===== config.mk =====
export PLATFORM = sky130hd
export DESIGN_NAME = lss_load_ctrl
export DESIGN_NICKNAME = d
export VERILOG_FILES = /design/src/lss_pkg.sv /design/src/lss_load_ctrl.sv /design/src/lss_delay_timer.sv /design/src/lss_out_map.sv
export SDC_FILE = /design/constraint.sdc
export NUM_CORES = 1
export LEC_CHECK = 0
export BUFFER_PORTS_ARGS = -buffer_cell sky130_fd_sc_hd__buf_2
export CAP_MARGIN = 40
export CORE_MARGIN = 2
export CORE_UTILIZATION = 45
export CTS_CLUSTER_SIZE = 8
export DETAILED_ROUTE_END_ITERATION = 8
export HOLD_SLACK_MARGIN = 0.1
export PLACE_DENSITY = 0.74
export SETUP_SLACK_MARGIN = 0.3
export SYNTH_ARGS = -nofsm -noshare
export SYNTH_HDL_FRONTEND = slang
export SYNTH_HIERARCHICAL = 1
export SYNTH_SLANG_ARGS = --single-unit

===== constraint.sdc =====
create_clock -name clk_sys -period 3.5 [get_ports clk_sys]
set_input_delay 0.7 -clock clk_sys [delete_from_list [all_inputs] [get_ports clk_sys]]
set_output_delay 0.7 -clock clk_sys [all_outputs]
set_load 0.005 [all_outputs]

===== src/lss_pkg.sv =====
// constants, register map and carrier types for the load shed and step controller
package lss_pkg;
    localparam int unsigned PWR_W   = 16;
    localparam int unsigned DLY_W   = 32;
    localparam int unsigned NUM_GPO = 8;
    localparam int unsigned SEL_W   = 3;
    localparam int unsigned MAP_W   = NUM_GPO * SEL_W;
    localparam int unsigned ADDR_W  = 8;

    localparam logic [ADDR_W-1:0] OFS_HIGH   = 8'h00;
    localparam logic [ADDR_W-1:0] OFS_LOW    = 8'h04;
    localparam logic [ADDR_W-1:0] OFS_SAME   = 8'h08;
    localparam logic [ADDR_W-1:0] OFS_OPP    = 8'h0c;
    localparam logic [ADDR_W-1:0] OFS_MAP    = 8'h10;
    localparam logic [ADDR_W-1:0] OFS_STATUS = 8'h14;
    localparam logic [ADDR_W-1:0] OFS_POWER  = 8'h18;

    localparam logic [PWR_W-1:0] RST_HIGH = 16'hffff;
    localparam logic [PWR_W-1:0] RST_LOW  = 16'h0000;
    localparam logic [DLY_W-1:0] RST_SAME = 32'h0000_0100;
    localparam logic [DLY_W-1:0] RST_OPP  = 32'h0000_0100;
    localparam logic [MAP_W-1:0] RST_MAP  = 24'h00_0000;

    localparam int unsigned ST_SHED_BIT  = 0;
    localparam int unsigned ST_DUMMY_BIT = 1;
    localparam int unsigned ST_INC_BIT   = 2;
    localparam int unsigned ST_DEC_BIT   = 3;
    localparam int unsigned ST_IHOLD_BIT = 4;
    localparam int unsigned ST_DHOLD_BIT = 5;

    localparam logic [1:0] RESP_OKAY   = 2'h0;
    localparam logic [1:0] RESP_SLVERR = 2'h2;

    typedef enum logic [SEL_W-1:0] {
        FN_OFF   = 3'b000,
        FN_SHED  = 3'b001,
        FN_DUMMY = 3'b010,
        FN_INC   = 3'b011,
        FN_DEC   = 3'b100
    } lss_fn_t;

    typedef enum logic [1:0] {
        STP_IDLE = 2'b00,
        STP_HOLD = 2'b01,
        STP_ACT  = 2'b10
    } lss_step_t;

    typedef struct packed {
        logic [PWR_W-1:0] high;
        logic [PWR_W-1:0] low;
        logic [DLY_W-1:0] sameDly;
        logic [DLY_W-1:0] oppDly;
        logic [MAP_W-1:0] outMap;
    } lss_cfg_t;

    typedef struct packed {
        logic shed;
        logic dummy;
        logic stepInc;
        logic stepDec;
    } lss_sig_t;
endpackage


===== src/lss_load_ctrl.sv =====
// load shedding, dummy load and step increase/decrease supervisor with an axi4-lite register slave
`timescale 1ns/10ps
`default_nettype none
module lss_load_ctrl (
    // clock, reset and enable
    input  wire logic                       clk_sys,
    input  wire logic                       rst,
    input  wire logic                       ce,
    // measured generator active power
    input  wire logic [lss_pkg::PWR_W-1:0]  measPower,
    // axi4-lite write address
    input  wire logic [lss_pkg::ADDR_W-1:0] s_axi_awaddr,
    input  wire logic [2:0]                 s_axi_awprot,
    input  wire logic                       s_axi_awvalid,
    output logic                            s_axi_awready,
    // axi4-lite write data
    input  wire logic [31:0]                s_axi_wdata,
    input  wire logic [3:0]                 s_axi_wstrb,
    input  wire logic                       s_axi_wvalid,
    output logic                            s_axi_wready,
    // axi4-lite write response
    output logic [1:0]                      s_axi_bresp,
    output logic                            s_axi_bvalid,
    input  wire logic                       s_axi_bready,
    // axi4-lite read address
    input  wire logic [lss_pkg::ADDR_W-1:0] s_axi_araddr,
    input  wire logic [2:0]                 s_axi_arprot,
    input  wire logic                       s_axi_arvalid,
    output logic                            s_axi_arready,
    // axi4-lite read data
    output logic [31:0]                     s_axi_rdata,
    output logic [1:0]                      s_axi_rresp,
    output logic                            s_axi_rvalid,
    input  wire logic                       s_axi_rready,
    // dedicated outputs
    output logic                            shedRelay,
    output logic                            dummyLoad,
    output logic                            stepInc,
    output logic                            stepDec,
    // mapped general purpose outputs
    output logic [lss_pkg::NUM_GPO-1:0]     gpOut
);
    // read mux shared by the read path and the byte-merge of writes
    function automatic logic [32:0] regRead(
        input logic [lss_pkg::ADDR_W-1:0] addr,
        input lss_pkg::lss_cfg_t          cfg,
        input logic [31:0]                status,
        input logic [lss_pkg::PWR_W-1:0]  power
    );
        logic [32:0] res;
        res = {1'b1, 32'h0000_0000};
        case (addr)
            lss_pkg::OFS_HIGH:   res[lss_pkg::PWR_W-1:0] = cfg.high;
            lss_pkg::OFS_LOW:    res[lss_pkg::PWR_W-1:0] = cfg.low;
            lss_pkg::OFS_SAME:   res[31:0] = cfg.sameDly;
            lss_pkg::OFS_OPP:    res[31:0] = cfg.oppDly;
            lss_pkg::OFS_MAP:    res[lss_pkg::MAP_W-1:0] = cfg.outMap;
            lss_pkg::OFS_STATUS: res[31:0] = status;
            lss_pkg::OFS_POWER:  res[lss_pkg::PWR_W-1:0] = power;
            default:             res[32] = 1'b0;
        endcase
        return res;
    endfunction

    function automatic logic [31:0] mergeBytes(
        input logic [31:0] old,
        input logic [31:0] dat,
        input logic [3:0]  strb
    );
        logic [31:0] res;
        res = old;
        for (int b = 0; b < 4; b++) begin
            if (strb[b]) begin
                res[b*8 +: 8] = dat[b*8 +: 8];
            end
        end
        return res;
    endfunction

    // one step direction: request, hold-off while a timer runs, active until released
    function automatic lss_pkg::lss_step_t stepNext(
        input lss_pkg::lss_step_t cur,
        input logic               want,
        input logic               release_,
        input logic               allowed
    );
        lss_pkg::lss_step_t res;
        res = cur;
        case (cur)
            lss_pkg::STP_IDLE: begin
                if (want) begin
                    res = allowed ? lss_pkg::STP_ACT : lss_pkg::STP_HOLD;
                end
            end
            lss_pkg::STP_HOLD: begin
                if (!want) begin
                    res = lss_pkg::STP_IDLE;
                end else if (allowed) begin
                    res = lss_pkg::STP_ACT;
                end
            end
            lss_pkg::STP_ACT: begin
                if (release_) begin
                    res = lss_pkg::STP_IDLE;
                end
            end
            default: res = lss_pkg::STP_IDLE;
        endcase
        return res;
    endfunction

    // register bus state
    lss_pkg::lss_cfg_t         cfg_r;
    lss_pkg::lss_cfg_t         cfg_nxt;
    logic                      awHave_r;
    logic                      awHave_nxt;
    logic                      wHave_r;
    logic                      wHave_nxt;
    logic [lss_pkg::ADDR_W-1:0] awAddr_r;
    logic [lss_pkg::ADDR_W-1:0] awAddr_nxt;
    logic [31:0]               wData_r;
    logic [31:0]               wData_nxt;
    logic [3:0]                wStrb_r;
    logic [3:0]                wStrb_nxt;
    logic                      bValid_r;
    logic                      bValid_nxt;
    logic [1:0]                bResp_r;
    logic [1:0]                bResp_nxt;
    logic                      rValid_r;
    logic                      rValid_nxt;
    logic [31:0]               rData_r;
    logic [31:0]               rData_nxt;
    logic [1:0]                rResp_r;
    logic [1:0]                rResp_nxt;
    logic [32:0]               wOld;
    logic [32:0]               rLook;
    logic [31:0]               wMerged;

    // supervision state
    logic                      shed_r;
    logic                      shed_nxt;
    lss_pkg::lss_step_t        incSt_r;
    lss_pkg::lss_step_t        incSt_nxt;
    lss_pkg::lss_step_t        decSt_r;
    lss_pkg::lss_step_t        decSt_nxt;
    logic [31:0]               status;
    logic                      aboveHigh;
    logic                      belowHigh;
    logic                      aboveLow;
    logic                      belowLow;
    logic                      incEnd;
    logic                      decEnd;
    logic                      incSameDone;
    logic                      decSameDone;
    logic                      afterIncDone;
    logic                      afterDecDone;
    lss_pkg::lss_sig_t         sig;

    // threshold compares, unsigned power
    assign aboveHigh = (measPower > cfg_r.high);
    assign belowHigh = (measPower < cfg_r.high);
    assign aboveLow  = (measPower > cfg_r.low);
    assign belowLow  = (measPower < cfg_r.low);

    // ready is withheld while frozen so no handshake is lost
    assign s_axi_awready = ce && !awHave_r && !bValid_r;
    assign s_axi_wready  = ce && !wHave_r && !bValid_r;
    assign s_axi_arready = ce && !rValid_r;

    assign wOld    = regRead(awAddr_r, cfg_r, status, measPower);
    assign rLook   = regRead(s_axi_araddr, cfg_r, status, measPower);
    assign wMerged = mergeBytes(wOld[31:0], wData_r, wStrb_r);

    always_comb begin
        awHave_nxt = awHave_r;
        wHave_nxt  = wHave_r;
        awAddr_nxt = awAddr_r;
        wData_nxt  = wData_r;
        wStrb_nxt  = wStrb_r;
        bValid_nxt = bValid_r;
        bResp_nxt  = bResp_r;
        rValid_nxt = rValid_r;
        rData_nxt  = rData_r;
        rResp_nxt  = rResp_r;
        cfg_nxt    = cfg_r;
        if (s_axi_awvalid && s_axi_awready) begin
            awHave_nxt = 1'b1;
            awAddr_nxt = s_axi_awaddr;
        end
        if (s_axi_wvalid && s_axi_wready) begin
            wHave_nxt = 1'b1;
            wData_nxt = s_axi_wdata;
            wStrb_nxt = s_axi_wstrb;
        end
        // address and data both held: commit and raise the answer on the same edge
        if (awHave_r && wHave_r) begin
            awHave_nxt = 1'b0;
            wHave_nxt  = 1'b0;
            bValid_nxt = 1'b1;
            bResp_nxt  = wOld[32] ? lss_pkg::RESP_OKAY : lss_pkg::RESP_SLVERR;
            case (awAddr_r)
                lss_pkg::OFS_HIGH: cfg_nxt.high    = wMerged[lss_pkg::PWR_W-1:0];
                lss_pkg::OFS_LOW:  cfg_nxt.low     = wMerged[lss_pkg::PWR_W-1:0];
                lss_pkg::OFS_SAME: cfg_nxt.sameDly = wMerged;
                lss_pkg::OFS_OPP:  cfg_nxt.oppDly  = wMerged;
                lss_pkg::OFS_MAP:  cfg_nxt.outMap  = wMerged[lss_pkg::MAP_W-1:0];
                default:           cfg_nxt = cfg_r;
            endcase
        end
        if (bValid_r && s_axi_bready) begin
            bValid_nxt = 1'b0;
        end
        if (rValid_r && s_axi_rready) begin
            rValid_nxt = 1'b0;
        end
        if (s_axi_arvalid && s_axi_arready) begin
            rValid_nxt = 1'b1;
            rData_nxt  = rLook[31:0];
            rResp_nxt  = rLook[32] ? lss_pkg::RESP_OKAY : lss_pkg::RESP_SLVERR;
        end
    end

    always_ff @(posedge clk_sys) begin
        if (rst) begin
            cfg_r    <= '{high: lss_pkg::RST_HIGH, low: lss_pkg::RST_LOW, sameDly: lss_pkg::RST_SAME,
                          oppDly: lss_pkg::RST_OPP, outMap: lss_pkg::RST_MAP};
            awHave_r <= 1'b0;
            wHave_r  <= 1'b0;
            awAddr_r <= '0;
            wData_r  <= 32'h0000_0000;
            wStrb_r  <= 4'h0;
            bValid_r <= 1'b0;
            bResp_r  <= lss_pkg::RESP_OKAY;
            rValid_r <= 1'b0;
            rData_r  <= 32'h0000_0000;
            rResp_r  <= lss_pkg::RESP_OKAY;
        end else if (ce) begin
            cfg_r    <= cfg_nxt;
            awHave_r <= awHave_nxt;
            wHave_r  <= wHave_nxt;
            awAddr_r <= awAddr_nxt;
            wData_r  <= wData_nxt;
            wStrb_r  <= wStrb_nxt;
            bValid_r <= bValid_nxt;
            bResp_r  <= bResp_nxt;
            rValid_r <= rValid_nxt;
            rData_r  <= rData_nxt;
            rResp_r  <= rResp_nxt;
        end
    end

    assign s_axi_bvalid = bValid_r;
    assign s_axi_bresp  = bResp_r;
    assign s_axi_rvalid = rValid_r;
    assign s_axi_rdata  = rData_r;
    assign s_axi_rresp  = rResp_r;

    // shedding has no enable bit at all; software can only keep it off through the thresholds, e.g. high at its 16'hffff reset value
    always_comb begin
        shed_nxt = shed_r;
        if (aboveHigh) begin
            shed_nxt = 1'b1;
        end else if (belowLow) begin
            shed_nxt = 1'b0;
        end
    end

    // a pulse may start only when its own-direction and opposite-direction timers are both done
    always_comb begin
        incSt_nxt = stepNext(incSt_r, belowLow, aboveLow, incSameDone && afterDecDone);
        decSt_nxt = stepNext(decSt_r, aboveHigh, belowHigh, decSameDone && afterIncDone);
    end

    always_ff @(posedge clk_sys) begin
        if (rst) begin
            shed_r  <= 1'b0;
            incSt_r <= lss_pkg::STP_IDLE;
            decSt_r <= lss_pkg::STP_IDLE;
        end else if (ce) begin
            shed_r  <= shed_nxt;
            incSt_r <= incSt_nxt;
            decSt_r <= decSt_nxt;
        end
    end

    // timers load on the cycle a pulse ends
    assign incEnd = (incSt_r == lss_pkg::STP_ACT) && (incSt_nxt != lss_pkg::STP_ACT);
    assign decEnd = (decSt_r == lss_pkg::STP_ACT) && (decSt_nxt != lss_pkg::STP_ACT);

    lss_delay_timer uIncSame (
        .clk_sys (clk_sys),
        .rst     (rst),
        .ce      (ce),
        .start   (incEnd),
        .loadVal (cfg_r.sameDly),
        .expired (incSameDone)
    );

    lss_delay_timer uDecSame (
        .clk_sys (clk_sys),
        .rst     (rst),
        .ce      (ce),
        .start   (decEnd),
        .loadVal (cfg_r.sameDly),
        .expired (decSameDone)
    );

    lss_delay_timer uAfterInc (
        .clk_sys (clk_sys),
        .rst     (rst),
        .ce      (ce),
        .start   (incEnd),
        .loadVal (cfg_r.oppDly),
        .expired (afterIncDone)
    );

    lss_delay_timer uAfterDec (
        .clk_sys (clk_sys),
        .rst     (rst),
        .ce      (ce),
        .start   (decEnd),
        .loadVal (cfg_r.oppDly),
        .expired (afterDecDone)
    );

    assign shedRelay = shed_r;
    assign dummyLoad = !shed_r;
    assign stepInc   = (incSt_r == lss_pkg::STP_ACT);
    assign stepDec   = (decSt_r == lss_pkg::STP_ACT);

    // the external bank closes the loop by moving power back across the threshold
    assign sig.shed    = shedRelay;
    assign sig.dummy   = dummyLoad;
    assign sig.stepInc = stepInc;
    assign sig.stepDec = stepDec;

    always_comb begin
        status = 32'h0000_0000;
        status[lss_pkg::ST_SHED_BIT]  = shed_r;
        status[lss_pkg::ST_DUMMY_BIT] = !shed_r;
        status[lss_pkg::ST_INC_BIT]   = stepInc;
        status[lss_pkg::ST_DEC_BIT]   = stepDec;
        status[lss_pkg::ST_IHOLD_BIT] = (incSt_r == lss_pkg::STP_HOLD);
        status[lss_pkg::ST_DHOLD_BIT] = (decSt_r == lss_pkg::STP_HOLD);
    end

    lss_out_map uOutMap (
        .clk_sys (clk_sys),
        .rst     (rst),
        .ce      (ce),
        .sig     (sig),
        .outMap  (cfg_r.outMap),
        .gpOut   (gpOut)
    );
endmodule
`default_nettype wire


===== src/lss_delay_timer.sv =====
// down-counting protection delay timer, loaded at the end of a pulse
`timescale 1ns/10ps
`default_nettype none
module lss_delay_timer (
    // clock and reset
    input  wire logic                     clk_sys,
    input  wire logic                     rst,
    input  wire logic                     ce,
    // control
    input  wire logic                     start,
    input  wire logic [lss_pkg::DLY_W-1:0] loadVal,
    // status
    output logic                          expired
);
    logic [lss_pkg::DLY_W-1:0] cnt_r;
    logic [lss_pkg::DLY_W-1:0] cnt_nxt;

    always_comb begin
        cnt_nxt = cnt_r;
        if (start) begin
            cnt_nxt = loadVal;
        end else if (cnt_r != '0) begin
            cnt_nxt = cnt_r - 32'h0000_0001;
        end
    end

    always_ff @(posedge clk_sys) begin
        if (rst) begin
            cnt_r <= '0;
        end else if (ce) begin
            cnt_r <= cnt_nxt;
        end
    end

    assign expired = (cnt_r == '0);
endmodule
`default_nettype wire


===== src/lss_out_map.sv =====
// routes the shed, dummy and step signals onto the general purpose outputs
`timescale 1ns/10ps
`default_nettype none
module lss_out_map (
    // clock and reset
    input  wire logic                      clk_sys,
    input  wire logic                      rst,
    input  wire logic                      ce,
    // sources and selection
    input  wire lss_pkg::lss_sig_t         sig,
    input  wire logic [lss_pkg::MAP_W-1:0] outMap,
    // outputs
    output logic [lss_pkg::NUM_GPO-1:0]    gpOut
);
    logic [lss_pkg::NUM_GPO-1:0] gpo_r;
    logic [lss_pkg::NUM_GPO-1:0] gpo_nxt;

    always_comb begin
        gpo_nxt = '0;
        for (int i = 0; i < lss_pkg::NUM_GPO; i++) begin
            case (lss_pkg::lss_fn_t'(outMap[i*lss_pkg::SEL_W +: lss_pkg::SEL_W]))
                lss_pkg::FN_SHED:  gpo_nxt[i] = sig.shed;
                lss_pkg::FN_DUMMY: gpo_nxt[i] = sig.dummy;
                lss_pkg::FN_INC:   gpo_nxt[i] = sig.stepInc;
                lss_pkg::FN_DEC:   gpo_nxt[i] = sig.stepDec;
                default:           gpo_nxt[i] = 1'b0;
            endcase
        end
    end

    always_ff @(posedge clk_sys) begin
        if (rst) begin
            gpo_r <= '0;
        end else if (ce) begin
            gpo_r <= gpo_nxt;
        end
    end

    assign gpOut = gpo_r;
endmodule
`default_nettype wire


==> summary.txt <==
share of the synthesized area in the top cell type: 34.0%
sequential fraction of the synthesis area: 34.0%
vias: 21100
Final ANT Viol Nets: 0
initial drt markers: 2886
Primary FF master, synth: dfxtp_1
Port Buffers: 126
Root Driver: clkbuf_16
Sequential Power Share: 26.7%
post-layout instance area: 0.0231 mm^2
Longest Clk Path Bufs: 3
asr flop ratio synth: 0%
Final Critical Period: 3150 ps
Final setup viols: 0
fill count: 4089
Multi-input gate area: 0.0121 mm^2
Worst R2R Setup Slack: 350 ps
post-CTS setup buffer count: 0
Worst setup EP type: flop
Max Clock Freq: 317 MHz
starting density of the core: 45.6%
Syn. warnings: 6
clock share of power: 20.4%
slew margin rel.: 44.2%
Worst Hold Depth: 2
Arrival @ worst endpoint: 3620 ps
Inserted Clock Buffers: 49
post-synthesis register bit count: 343
Distinct cells, synth: 95
Critical Path Source Type: flop
Worst Skew: 16.0 ps
HP Class: input pin to flop
LEAKAGE: 8.38 nW
CTS tree: yes
CTS Sinks: 343
All-Layer GR Usage: 31.2%
share of cells above drive strength 1: 19.2%
P per Cell Area: 892 mW/mm^2
Clock Latency Late Sink: 590 ps
post-synth top area cell: dfxtp_1
Detail Placement HPWL: 53700 um
max_cap viols: 0
fin crit share: 90.1%
origin of the worst min-delay path: s_axi_bready
Setup CP Type: flop to flop
Placer Congestion: 1.02
Place WS: -48.5 ps
Die Wd: 216 um
final WL: 75000 um
Reg area: 0.00687 mm^2
core footprint: 0.0443 mm^2
Net Sw Power: 9.33 mW
Clock Pin Slew Worst Setup and Hold Paths: 50 ps
Post-synth EDFFs: 0
DP Area: 0.0218 mm^2
reg2reg start: cfg_r[100]
synthesized instance count: 2436
Avg Vias per Cell: 6.69
drt first pass iters: 6
worst r2r dst: uIncSame/cnt_r[2]
nets: 2668
worst-path fanout max: 7
critical path data required time: 3970 ps
hold endpoint: s_axi_bvalid
count leader, synth: dfxtp_1
Gate power share: 52.9%
average wire per standard cell: 23.8 um
first-pass GRT wire length: 115000 um
worst r2r path cells: 13
internal power: 11.3 mW
most instantiated cells after synthesis: dfxtp_1, nand2_1, nor2_1
peak supply drop: 0.581 mV
DRC: 0
Syn Area/Cell: 8.30 um^2
fin. max-slew vios: 0
vias in the first global route: 19600
Final WS setup: 346 ps
total grt overflow: 0
row cnt: 77
height of the die: 216 um
IO Pins: 135
final hold violations: 0
Mapped Area: 0.0202 mm^2
P&R area growth vs syn: 14.4%
outcome: complete, no violations
RSZ-0062 raised after global routing: true
H-Tree Depth: 2
Final Hold Slack: 319 ps
initial antenna violation count: 1
Worst-Margin Slew: 836 ps
synth top area cells: dfxtp_1, nand2_1, a32o_1
hold_buf cts: 0
Switching Share: 45.3%
Die Footprint: 0.0466 mm^2
largest net degree at the start of global routing: 61
-- metrics by stage --
step,cells,power (mW),utilization [%],TNS [ps]
floorplan,2437,13.4,-,0
global placement,3088,15.7,49.1,-198
detailed placement,3090,16.0,49.1,-221
CTS,3146,20.3,52.0,0
global route,3147,21.8,52.1,0
finish,3150,20.6,52.2,0
-- metal layers --
metal | part of all wire [%] | routed length [um] | GRT usage, % | vias up
met5 | 0.024 | 18 | 0 | -
met4 | 4.6 | 3450 | 15.1 | 2
met3 | 11 | 8560 | 7.44 | 197
met2 | 43 | 31900 | 45.8 | 1266
met1 | 41 | 31000 | 42.9 | 10000
li1 | - | - | - | 9576
-- worst max-delay path by stage --
stage                     endpoint  slack, ps     startpoint
3_5_place_dp    uAfterInc/cnt_r[9]        -50   measPower[7]
6_report         uIncSame/cnt_r[2]        350     cfg_r[100]
2_1_floorplan  uAfterDec/cnt_r[25]        360  measPower[11]
3_3_place_gp    uAfterInc/cnt_r[9]        -40   measPower[7]
4_1_cts         uAfterInc/cnt_r[9]        350      cfg_r[94]
5_1_grt         uIncSame/cnt_r[14]        260     cfg_r[100]
-- layout by cell type, fill, tap and decap left out, drive strengths merged, types with 77 or more instances in the layout --
master / instances
dfxtp: 343
a21oi: 176
buf: 269
nor2: 199
o21ai: 109
nand3: 77
nor3: 89
nand2: 259
inv: 83
a32o: 91
-- critical path, cell delays in order (launching register included) --
cell,delay (ps)
dfxtp_1,430
inv_1,80
ha_1,270
and4_1,260
nand4_1,280
o21ai_0,250
buf_4,150
nor2_4,30
buf_12,140
nor4_2,360
and4_1,300
nor2_1,70
buf_4,180
a32o_1,220
-- state kept, by name (all words and copies together), names as in the netlist, 32 cells and up --
register / cells
uAfterInc/cnt_r: 32
wData_r: 32
uDecSame/cnt_r: 32
cfg_r: 120
s_axi_rdata: 32
uIncSame/cnt_r: 32
uAfterDec/cnt_r: 32
-- repair_timing --
| action | in CTS | in global routing |
|---|---|---|
| endpoints found under the setup margin | 0 | 32 |
| gates resized for setup | 0 | 9 |
| hold endpoints to repair | 0 | 0 |
-- logic make-up (layout without fill, tap and decap cells) --
family	Yosys count	in the layout	synth area share, %
AND/OR/NAND/NOR	907	907	24.7
AO/OA/AOI/OAI	781	781	28.4
flip-flops	343	343	34.0
buffers and inverters	293	411	6.66
multiplexers	75	75	3.99
adder cells (fa/ha/maj)	36	36	2.23
other	1	5	0.0185
-- cell type report --
type,count,area share (%)
Sequential cell,343,29.7
Tap cell,592,3.20
Multi-Input combinational cell,1801,52.2
Timing Repair Buffer,270,7.91
Clock buffer,52,5.35
Inverter,85,1.38
Clock inverter,4,0.200
Antenna cell,3,0.0325
-- power groups by stage --
stage	Clock [mW]	Combinational (mW)	Sequential [mW]
finish	4.22	10.9	5.51
global route	4.43	11.8	5.60
CTS	4.26	10.5	5.47
detailed placement	0	10.5	5.53
global placement	0	10.2	5.50
floorplan	0	8.23	5.20
No activity file was read; power rests on OpenSTA's default activity.
